$ cat config.mk
export PLATFORM = sky130hd
export DESIGN_NAME = instr_decoder
export DESIGN_NICKNAME = d
export VERILOG_FILES = /design/src/decoder_pkg.sv /design/src/instr_decoder.sv /design/src/alu_unit.sv /design/src/file_ram.sv
export VERILOG_INCLUDE_DIRS = /design/src /design/src/src
export SDC_FILE = /design/constraint.sdc
export NUM_CORES = 1
export LEC_CHECK = 0
export BUFFER_PORTS_ARGS = -buffer_cell sky130_fd_sc_hd__clkbuf_2
export CAP_MARGIN = 20
export CELL_PAD_IN_SITES_DETAIL_PLACEMENT = 1
export CELL_PAD_IN_SITES_GLOBAL_PLACEMENT = 1
export CORE_AREA = 2 2 287 402
export DETAILED_ROUTE_END_ITERATION = 10
export DIE_AREA = 0 0 289 404
export MAX_ROUTING_LAYER = met4
export PLACE_DENSITY = 0.71
export SKIP_LAST_GASP = 1
export SLEW_MARGIN = 20
export SYNTH_ARGS = -nofsm -noshare
export SYNTH_HDL_FRONTEND = slang
export SYNTH_SLANG_ARGS = --single-unit
$ cat constraint.sdc
create_clock -name CLK_I -period 26.4 [get_ports CLK_I]
set_input_delay 2.64 -clock CLK_I [delete_from_list [all_inputs] [get_ports CLK_I]]
set_output_delay 2.64 -clock CLK_I [all_outputs]
set_load 0.02 [all_outputs]
$ cat src/decoder_cfg.svh
// Constants of the 14-bit instruction decoder: offsets, fields, resets, timing.
// Assumes inclusion by bare name from the design files of this block.
`ifndef DECODER_CFG_SVH
`define DECODER_CFG_SVH

// Timing
`define CLK_PERIOD_NS   50
`define INSTR_CYCLE_NS  200
`define PHASE_COUNT     (`INSTR_CYCLE_NS / `CLK_PERIOD_NS)

// Fixed words and reset values
`define NOP_WORD        14'h0000
`define SLEEP_WORD      14'h0063
`define WDT_CLEAR_WORD  14'h0064
`define RESET_PC        13'h0000
`define STATUS_RESET    5'h18
`define CTL_RESET       2'h0

// File addresses with special meaning
`define ADDR_TIMER      7'h01
`define ADDR_STATUS     7'h03
`define ADDR_PORT       7'h05

// Status bit positions
`define ST_C            0
`define ST_DC           1
`define ST_Z            2
`define ST_SLEEP_ENTRY  3
`define ST_WDT_EXPIRY   4

// Bus register offsets and control bit positions
`define REG_CONTROL     8'h00
`define REG_STATE       8'h04
`define REG_PC          8'h08
`define CTL_RUN         0
`define CTL_PSA         1
`define CTL_WAKE        2

`endif

$ cat src/decoder_pkg.sv
// Types shared by the decoder core and its arithmetic unit.
// Assumes nothing beyond a SystemVerilog compiler.
package decoder_pkg;

	// Arithmetic unit operations
	typedef enum logic [3:0] {
		ALU_ADD, ALU_SUB, ALU_AND, ALU_OR, ALU_XOR, ALU_PASS, ALU_COM,
		ALU_INC, ALU_DEC, ALU_SWAP, ALU_RL, ALU_RR, ALU_CLR, ALU_BCLR,
		ALU_BSET
	} alu_op_type;

	// Which status flags an instruction updates
	typedef enum logic [1:0] {
		UPD_NONE, UPD_Z, UPD_C, UPD_CDCZ
	} flag_sel_type;

endpackage

$ cat src/instr_decoder.sv
// Decode and execute core for 14-bit instruction words, with an APB slave.
// Assumes program memory answers PROG_ADDR_O within three clocks, same clock.
//
// Chosen here: the placing of the registers and the APB interface to the registers.
`timescale 1ns/10ps
`default_nettype none
`include "decoder_cfg.svh"
module instr_decoder (
	input  wire logic        CLK_I,
	input  wire logic        RESET_I,
	input  wire logic        PSEL_I,
	input  wire logic        PENABLE_I,
	input  wire logic        PWRITE_I,
	input  wire logic [7:0]  PADDR_I,
	input  wire logic [31:0] PWDATA_I,
	output logic      [31:0] PRDATA_O,
	output logic             PREADY_O,
	output logic             PSLVERR_O,
	output logic      [12:0] PROG_ADDR_O,
	input  wire logic [13:0] PROG_WORD_I,
	input  wire logic [5:0]  PIN_I,
	output logic      [5:0]  PORT_LATCH_O,
	output logic             PRESCALER_CLEAR_O,
	output logic             SLEEP_O
);
	import decoder_pkg::*;

	localparam logic [1:0]  PHASE_EXEC = 2'(`PHASE_COUNT - 1);
	localparam logic [13:0] NOP_WORD   = `NOP_WORD;

	// Decrement-skip or increment-skip word
	function automatic logic is_skip_op(input logic [13:0] w);
		is_skip_op = (w[13:12] == 2'b00) && w[11] && w[9] && w[8];
	endfunction

	logic [1:0]   phase_q, phase_d;
	logic [13:0]  instr_q, instr_d;
	logic [12:0]  pc_q, pc_d;
	logic [7:0]   w_q, w_d;
	logic [4:0]   status_q, status_d;
	logic [5:0]   port_q, port_d;
	logic         pclr_q, pclr_d;
	logic         sleep_q, sleep_d;
	logic [12:0]  stack_q [0:7];
	logic [12:0]  stack_d [0:7];
	logic [2:0]   sp_q, sp_d;
	logic [1:0]   ctl_q, ctl_d;
	logic [31:0]  prdata_q, prdata_d;
	logic [5:0]   pin_meta_q, pin_sync_q;
	logic         running, exec, wake, apb_wr, apb_rd, mapped;
	logic [7:0]   operand, ram_rdata, alu_a, alu_res;
	logic         alu_c, alu_dc, alu_z;
	alu_op_type   alu_op;
	flag_sel_type flag_sel;
	logic         res_to_file, res_to_w, branch, skip, push, pop;
	logic         go_sleep, clr_wdt, ram_we;
	logic [12:0]  target, top_addr;
	logic [6:0]   faddr;

	assign running  = ctl_q[`CTL_RUN] && !sleep_q;
	assign exec     = running && (phase_q == PHASE_EXEC);
	assign faddr    = instr_q[6:0];
	assign top_addr = stack_q[3'(sp_q - 3'h1)];

	// Operand source; a port read sees the pins, not the latch
	always_comb
	begin
		if (faddr == `ADDR_PORT)
			operand = {2'b00, pin_sync_q};
		else if (faddr == `ADDR_STATUS)
			operand = {3'b000, status_q};
		else
			operand = ram_rdata;
	end

	// Instruction decode
	always_comb
	begin
		alu_op      = ALU_PASS;
		alu_a       = operand;
		flag_sel    = UPD_NONE;
		res_to_file = 1'b0;
		res_to_w    = 1'b0;
		branch      = 1'b0;
		skip        = 1'b0;
		push        = 1'b0;
		pop         = 1'b0;
		go_sleep    = 1'b0;
		clr_wdt     = 1'b0;
		target      = top_addr;
		unique case (instr_q[13:12])
			2'b00:
			begin
				res_to_file = instr_q[7];
				res_to_w    = !instr_q[7];
				unique case (instr_q[11:8])
					4'b0000:
					begin
						res_to_w    = 1'b0;
						res_to_file = instr_q[7];
						alu_a       = w_q;
						go_sleep    = (instr_q == `SLEEP_WORD);
						clr_wdt     = (instr_q == `WDT_CLEAR_WORD);
						pop         = !instr_q[7] &&
						              (instr_q[7:1] == 7'b0000100);
						branch      = pop;
					end
					4'b0001:
					begin
						alu_op   = ALU_CLR;
						flag_sel = UPD_Z;
					end
					4'b0010:
					begin
						alu_op   = ALU_SUB;
						flag_sel = UPD_CDCZ;
					end
					4'b0011:
					begin
						alu_op   = ALU_DEC;
						flag_sel = UPD_Z;
					end
					4'b0100:
					begin
						alu_op   = ALU_OR;
						flag_sel = UPD_Z;
					end
					4'b0101:
					begin
						alu_op   = ALU_AND;
						flag_sel = UPD_Z;
					end
					4'b0110:
					begin
						alu_op   = ALU_XOR;
						flag_sel = UPD_Z;
					end
					4'b0111:
					begin
						alu_op   = ALU_ADD;
						flag_sel = UPD_CDCZ;
					end
					4'b1000: flag_sel = UPD_Z;
					4'b1001:
					begin
						alu_op   = ALU_COM;
						flag_sel = UPD_Z;
					end
					4'b1010:
					begin
						alu_op   = ALU_INC;
						flag_sel = UPD_Z;
					end
					4'b1011: alu_op = ALU_DEC;
					4'b1100:
					begin
						alu_op   = ALU_RR;
						flag_sel = UPD_C;
					end
					4'b1101:
					begin
						alu_op   = ALU_RL;
						flag_sel = UPD_C;
					end
					4'b1110: alu_op = ALU_SWAP;
					4'b1111: alu_op = ALU_INC;
				endcase
				skip = is_skip_op(instr_q) && alu_z;
			end
			2'b01:
			begin
				// Bit clear, bit set, test and skip
				unique case (instr_q[11:10])
					2'b00: alu_op = ALU_BCLR;
					2'b01: alu_op = ALU_BSET;
					2'b10: skip = !operand[instr_q[9:7]];
					2'b11: skip = operand[instr_q[9:7]];
				endcase
				res_to_file = !instr_q[11];
			end
			2'b10:
			begin
				// Jump or call within the current page
				target = {pc_q[12:11], instr_q[10:0]};
				branch = 1'b1;
				push   = !instr_q[11];
			end
			2'b11:
			begin
				alu_a    = instr_q[7:0];
				res_to_w = 1'b1;
				unique casez (instr_q[11:8])
					4'b00??: alu_op = ALU_PASS;
					4'b01??:
					begin
						pop    = 1'b1;
						branch = 1'b1;
					end
					4'b1000:
					begin
						alu_op   = ALU_OR;
						flag_sel = UPD_Z;
					end
					4'b1001:
					begin
						alu_op   = ALU_AND;
						flag_sel = UPD_Z;
					end
					4'b1010:
					begin
						alu_op   = ALU_XOR;
						flag_sel = UPD_Z;
					end
					4'b110?:
					begin
						alu_op   = ALU_SUB;
						flag_sel = UPD_CDCZ;
					end
					4'b111?:
					begin
						alu_op   = ALU_ADD;
						flag_sel = UPD_CDCZ;
					end
					default: res_to_w = 1'b0;
				endcase
			end
		endcase
	end

	alu_unit u_alu (
		.op_i  (alu_op),
		.a_i   (alu_a),
		.w_i   (w_q),
		.bit_i (instr_q[9:7]),
		.cin_i (status_q[`ST_C]),
		.res_o (alu_res),
		.c_o   (alu_c),
		.dc_o  (alu_dc),
		.z_o   (alu_z)
	);

	assign ram_we = exec && res_to_file && (faddr != `ADDR_STATUS) &&
	                (faddr != `ADDR_PORT);

	file_ram u_ram (
		.clk_i     (CLK_I),
		.reset_i   (RESET_I),
		.rd_en_i   (running && (phase_q == 2'd1)),
		.rd_addr_i (faddr),
		.wr_en_i   (ram_we),
		.wr_addr_i (faddr),
		.wr_data_i (alu_res),
		.rd_data_o (ram_rdata)
	);

	// APB decode; zero wait states, unmapped offsets answer with an error
	assign apb_wr    = PSEL_I && PENABLE_I && PWRITE_I;
	assign apb_rd    = PSEL_I && !PENABLE_I && !PWRITE_I;
	assign mapped    = (PADDR_I == `REG_CONTROL) || (PADDR_I == `REG_STATE) ||
	                   (PADDR_I == `REG_PC);
	assign wake      = apb_wr && (PADDR_I == `REG_CONTROL) &&
	                   PWDATA_I[`CTL_WAKE];
	assign PREADY_O  = 1'b1;
	assign PSLVERR_O = PSEL_I && PENABLE_I && !mapped;

	// Next state of core, stack and bus registers
	always_comb
	begin
		phase_d  = running ? 2'(phase_q + 2'd1) : phase_q;
		instr_d  = instr_q;
		pc_d     = pc_q;
		w_d      = w_q;
		status_d = status_q;
		port_d   = port_q;
		stack_d  = stack_q;
		sp_d     = sp_q;
		sleep_d  = sleep_q;
		pclr_d   = 1'b0;
		if (exec)
		begin
			// Fetched word is replaced by a no-op after a jump or skip
			instr_d = (branch || skip) ? NOP_WORD : PROG_WORD_I;
			pc_d    = branch ? target : 13'(pc_q + 13'h1);
			if (res_to_w)
				w_d = alu_res;
			if (res_to_file && (faddr == `ADDR_STATUS))
				status_d[2:0] = alu_res[2:0];
			if (res_to_file && (faddr == `ADDR_PORT))
				port_d = alu_res[5:0];
			pclr_d = res_to_file && (faddr == `ADDR_TIMER) &&
			         ctl_q[`CTL_PSA];
			if (flag_sel == UPD_CDCZ)
				status_d[2:0] = {alu_z, alu_dc, alu_c};
			else if (flag_sel == UPD_C)
				status_d[`ST_C] = alu_c;
			else if (flag_sel == UPD_Z)
				status_d[`ST_Z] = alu_z;
			if (push)
			begin
				stack_d[sp_q] = pc_q;
				sp_d          = 3'(sp_q + 3'h1);
			end
			if (pop)
				sp_d = 3'(sp_q - 3'h1);
			if (clr_wdt)
				status_d[4:3] = 2'b11;
			if (go_sleep)
			begin
				status_d[`ST_WDT_EXPIRY]  = 1'b1;
				status_d[`ST_SLEEP_ENTRY] = 1'b0;
			end
		end
		// Sleep entry wins over a wake request in the same cycle
		if (wake)
			sleep_d = 1'b0;
		if (exec && go_sleep)
			sleep_d = 1'b1;
		ctl_d = ctl_q;
		if (apb_wr && (PADDR_I == `REG_CONTROL))
			ctl_d = PWDATA_I[1:0];
		prdata_d = prdata_q;
		if (apb_rd)
		begin
			unique case (PADDR_I)
				`REG_CONTROL: prdata_d = {30'h0, ctl_q};
				`REG_STATE:   prdata_d = {15'h0, sleep_q, 3'h0, status_q, w_q};
				`REG_PC:      prdata_d = {19'h0, pc_q};
				default:      prdata_d = 32'h0;
			endcase
		end
	end

	// Registers
	always_ff @(posedge CLK_I)
	begin
		pin_meta_q <= PIN_I;
		pin_sync_q <= pin_meta_q;
		stack_q    <= stack_d;
		if (RESET_I)
		begin
			phase_q  <= 2'd0;
			instr_q  <= `NOP_WORD;
			pc_q     <= `RESET_PC;
			w_q      <= 8'h00;
			status_q <= `STATUS_RESET;
			port_q   <= 6'h00;
			pclr_q   <= 1'b0;
			sleep_q  <= 1'b0;
			sp_q     <= 3'h0;
			ctl_q    <= `CTL_RESET;
			prdata_q <= 32'h0;
		end
		else
		begin
			phase_q  <= phase_d;
			instr_q  <= instr_d;
			pc_q     <= pc_d;
			w_q      <= w_d;
			status_q <= status_d;
			port_q   <= port_d;
			pclr_q   <= pclr_d;
			sleep_q  <= sleep_d;
			sp_q     <= sp_d;
			ctl_q    <= ctl_d;
			prdata_q <= prdata_d;
		end
	end

	assign PRDATA_O          = prdata_q;
	assign PROG_ADDR_O       = pc_q;
	assign PORT_LATCH_O      = port_q;
	assign PRESCALER_CLEAR_O = pclr_q;
	assign SLEEP_O           = sleep_q;
endmodule
`default_nettype wire

$ cat src/alu_unit.sv
// Combinational arithmetic unit for the decoder core.
// Assumes operands are stable during the execute phase of the core.
`timescale 1ns/10ps
`default_nettype none
module alu_unit (
	input  var   decoder_pkg::alu_op_type op_i,
	input  wire  logic [7:0]              a_i,
	input  wire  logic [7:0]              w_i,
	input  wire  logic [2:0]              bit_i,
	input  wire  logic                    cin_i,
	output logic [7:0]                    res_o,
	output logic                          c_o,
	output logic                          dc_o,
	output logic                          z_o
);
	import decoder_pkg::*;

	logic [8:0] sum;
	logic [4:0] nib_sum;
	logic [7:0] mask;

	// Result and flags per operation
	always_comb
	begin
		sum     = {1'b0, a_i} + {1'b0, w_i};
		nib_sum = {1'b0, a_i[3:0]} + {1'b0, w_i[3:0]};
		mask    = 8'h01 << bit_i;
		res_o   = a_i;
		c_o     = cin_i;
		dc_o    = 1'b0;
		unique case (op_i)
			ALU_ADD:
			begin
				res_o = sum[7:0];
				c_o   = sum[8];
				dc_o  = nib_sum[4];
			end
			ALU_SUB:
			begin
				res_o = a_i - w_i;
				c_o   = (a_i >= w_i);         // Carry is no-borrow
				dc_o  = (a_i[3:0] >= w_i[3:0]);
			end
			ALU_AND:  res_o = a_i & w_i;
			ALU_OR:   res_o = a_i | w_i;
			ALU_XOR:  res_o = a_i ^ w_i;
			ALU_PASS: res_o = a_i;
			ALU_COM:  res_o = ~a_i;
			ALU_INC:  res_o = a_i + 8'h01;
			ALU_DEC:  res_o = a_i - 8'h01;
			ALU_SWAP: res_o = {a_i[3:0], a_i[7:4]};
			ALU_RL:
			begin
				res_o = {a_i[6:0], cin_i};
				c_o   = a_i[7];
			end
			ALU_RR:
			begin
				res_o = {cin_i, a_i[7:1]};
				c_o   = a_i[0];
			end
			ALU_CLR:  res_o = 8'h00;
			ALU_BCLR: res_o = a_i & ~mask;
			ALU_BSET: res_o = a_i | mask;
		endcase
		z_o = (res_o == 8'h00);
	end

endmodule
`default_nettype wire

$ cat src/file_ram.sv
// Data register file of 128 bytes with one read and one write port.
// Assumes the core issues reads a cycle before it needs the data.
`timescale 1ns/10ps
`default_nettype none
module file_ram (
	input  wire logic       clk_i,
	input  wire logic       reset_i,
	input  wire logic       rd_en_i,
	input  wire logic [6:0] rd_addr_i,
	input  wire logic       wr_en_i,
	input  wire logic [6:0] wr_addr_i,
	input  wire logic [7:0] wr_data_i,
	output logic      [7:0] rd_data_o
);
	logic [7:0] mem [0:127];

	// Storage and registered read data
	always_ff @(posedge clk_i)
	begin
		if (wr_en_i)
			mem[wr_addr_i] <= wr_data_i;
		if (reset_i)
			rd_data_o <= 8'h00;
		else if (rd_en_i)
			rd_data_o <= mem[rd_addr_i];
	end

endmodule
`default_nettype wire

==> impl_results.md <==
* Worst Skew at 0.0318 ns
* Flops & latches, synth at 1216
* R2R Setup Slk at 18.86 ns
* Initial antenna violation count at 0
* Number of max-cap violations at 0
* Peak VDD IR at 57.6 uV
* Pwr dens at 65.8 mW/mm^2
* GRT Resource Usage Total at 24.2%
* CTS max path bufs at 3
* Fillers at 10300
* Yosys warning count at 0
* Io pins at 120
* Initial Util at 44.8%
* Number of flops mapped to enable cells by yosys at 1128
* Clk sink count at 1216
* Share of the synthesized area in the top cell type at 67.0%
* Root Buffer: clkbuf_16
* Fin. max-slew vios at 0
* Nets at 2954
* Synth area leaders: edfxtp_1 (67%), mux4_2 (16%), dfxtp_1 (3.5%), nor2_1 (1.9%), mux2i_1 (0.77%)
* First-pass GRT wire length at 200000 um
* FF-to-FF End: u_ram.mem[57][3]$_DFFE_PP_
* Initial DRT Pass Iterations at 7
* Count leader, synth: edfxtp_1
* Placed wire-length estimate at 87000 um
* Min-delay src: pin_meta_q[5]$_DFF_P_
* Clock-pin slew on the worst setup and hold paths at 0.06 ns
* Min Tclk post-route at 7.54 ns
* Peak Freq at 0.133 GHz
* Largest net degree at the start of global routing at 163
* Rel. slew slack at 27.5%
* Leading area contributor after synthesis: edfxtp_1
* FFs w/ async S/R, synth at 0%
* Crit Path Category: flip-flop to flip-flop
* Synthesized area at 0.0505 mm^2
* Yosys cell types at 88
* Post-place instance area at 0.0527 mm^2
* Layout Area Growth over Synthesis at 11.6%
* Synth Instances at 2746
* CTS tree: built
* Fraction of layout cells with a size suffix above 1 at 24.7%
* Register area share after synthesis at 70.5%
* Tcrit/Tclk final at 28.5%
* Status: finished clean
* # setup viols final at 0
* Final Hold Viols at 0
* Hold path cells at 0
* Critical path launch point type: flip-flop
* Vias in the first global route at 28500
* Wirelength, routed at 135000 um
* CTS buffer count at 112
* Worst Hold End: pin_sync_q[5]$_DFF_P_
* Number of port buffers at 71
* Worst R2R Start: instr_q[1]$_SDFFE_PP0P_
* H-tree levels at 3
* Critical Path RT at 26.68 ns
* RSZ-0062 raised after global routing: false
* Global placement routability congestion at 0.929
* Drt wl/cell at 30.4 um
* Post-CTS setup buffer count at 0
* DIE AREA at 0.117 mm^2
* Congestion Overflow GR at 0
* CP Capture Type: flip-flop
* Clk_lat worst skew at 0.73 ns
* R2R depth at 16
* Hold Crit Class: flip-flop to flip-flop
* Antenna-violating nets left at 0
* DR vias/cell at 6.05
* 1st-iter DRT viols at 2342
* CP arrival at 7.82 ns
* Diode count at 0
* Final Cell Area at 0.0564 mm^2
* Die height at 404 um
* Die W at 289 um
* Leakage at 17.4 nW
* CTS Hold Bufs at 0
* Num rows at 146
* DRC at 0
* Final TNS setup at 0 ns
* Worst-Margin Slew at 1.08 ns
* Critical path fanouts, max at 162
* Post-synth top cells: edfxtp_1 (1128), mux4_2 (361), nor2_1 (252)
* Top FF cell, synth: edfxtp_1
* Post-CTS Resized at 0
* Avg Cell Area, Syn at 18.4 um^2
* Vias at 26800
* CORE AREA at 0.113 mm^2
[worst max-delay path by stage]
stage	start	depth (start not counted)	to	slack (ns)
floorplan	instr_q[11]$_SDFFE_PP0P_	11	u_ram.mem[0][2]$_DFFE_PP_	18.09
global placement	instr_q[1]$_SDFFE_PP0P_	16	u_ram.mem[32][3]$_DFFE_PP_	19.24
detailed placement	instr_q[1]$_SDFFE_PP0P_	16	u_ram.mem[50][3]$_DFFE_PP_	18.99
CTS	instr_q[1]$_SDFFE_PP0P_	16	u_ram.mem[34][3]$_DFFE_PP_	18.98
global route	instr_q[1]$_SDFFE_PP0P_	14	u_ram.mem[63][5]$_DFFE_PP_	18.59
finish	instr_q[1]$_SDFFE_PP0P_	16	u_ram.mem[57][3]$_DFFE_PP_	18.86
[registers in the layout (all words and copies together), names as in the netlist]
register           count
pin_meta_q             6
u_ram.mem           1024
PORT_LATCH_O           6
instr_q               14
PRDATA_O              14
sp_q                   3
SLEEP_O                1
pin_sync_q             6
PROG_ADDR_O           13
ctl_q                  2
PRESCALER_CLEAR_O      1
w_q                    8
phase_q                2
stack_q              104
status_q               4
u_ram.rd_data_o        8
[power by group]
group | internal, mW | switching (mW) | total (mW)
clock | 0.903 | 0.714 | 1.62
combinational | 0.00421 | 0.0101 | 0.0143
sequential | 2.07 | 0.00151 | 2.08
total | 2.98 | 0.725 | 3.71
[area by class of cell]
class / count / area [um^2] / share of cell area [%]
clock buffers: 131 / 2900 / 5.14
clock inverters: 79 / 729 / 1.29
inverters: 38 / 150 / 0.266
multi-input cells: 1343 / 14200 / 25.1
flip-flops and latches: 1216 / 35700 / 63.2
well taps: 1480 / 1850 / 3.28
repair buffers: 144 / 916 / 1.62
[through the flow]
step | setup slack (ns) | hold WS [ns] | utilization, % | power (mW) | instances
after global placement | 19.24 | 0.311 | 46.7 | 2.13 | 4221
after global routing | 18.59 | 0.339 | 49.9 | 3.79 | 4431
final | 18.86 | 0.326 | 49.9 | 3.71 | 4431
after floorplan | 18.09 | 0.310 | - | 2.13 | 2779
after detailed placement | 18.99 | 0.314 | 46.7 | 2.13 | 4221
after CTS | 18.98 | 0.328 | 49.9 | 3.73 | 4431
[worst max-delay path, stage by stage (launching register included)]
cell       delay [ns]
dfxtp_4          0.80
buf_12           0.69
or4bb_1          0.51
o21ai_0          0.22
a31oi_1          0.19
a21oi_2          0.47
inv_1            0.28
ha_1             0.48
o21ai_0          0.12
or3b_2           0.46
nand2_1          0.09
a21oi_1          0.06
a2111oi_0        0.40
a22oi_1          0.24
nor3_1           0.87
inv_4            0.37
buf_4            0.51
[cell usage in the layout (no fill, tap or decap), drive strengths merged, types with 12 or more instances in the layout]
| cell type | instances |
|---|---|
| conb | 35 |
| edfxtp | 1128 |
| nand4 | 14 |
| ha | 31 |
| inv | 44 |
| clkinv | 57 |
| nand3 | 35 |
| nand2 | 90 |
| buf | 73 |
| a22oi | 17 |
| a211oi | 34 |
| xnor2 | 13 |
| o21ai | 67 |
| a32oi | 26 |
| and3 | 14 |
| o22ai | 16 |
| nor3 | 23 |
| bufinv | 12 |
| dfxtp | 88 |
| nor2 | 252 |
| a21oi | 73 |
| mux2i | 39 |
| a31oi | 14 |
| nand2b | 16 |
| clkbuf | 202 |
| mux4 | 361 |
| nor2b | 15 |
[cells by family after synthesis]
logic type / Yosys count / share of synthesized area [%]
flops: 1216 / 70.5
simple gates: 510 / 4.68
mux: 401 / 16.9
compound gates: 343 / 4.78
buf+inv: 220 / 1.89
fa+ha+maj: 34 / 0.886
xor+xnor: 20 / 0.347
other cells: 2 / 0.0149
[metal layers]
metal	vias to the layer above	share of wire (%)	GRT usage [%]
met5	-	0	-
met4	0	3.8	8.60
met3	219	4.4	3.06
met2	801	54	42.1
met1	14400	38	29.0
li1	11400	-	-
Note: power is estimated with default switching activity, not from simulation.
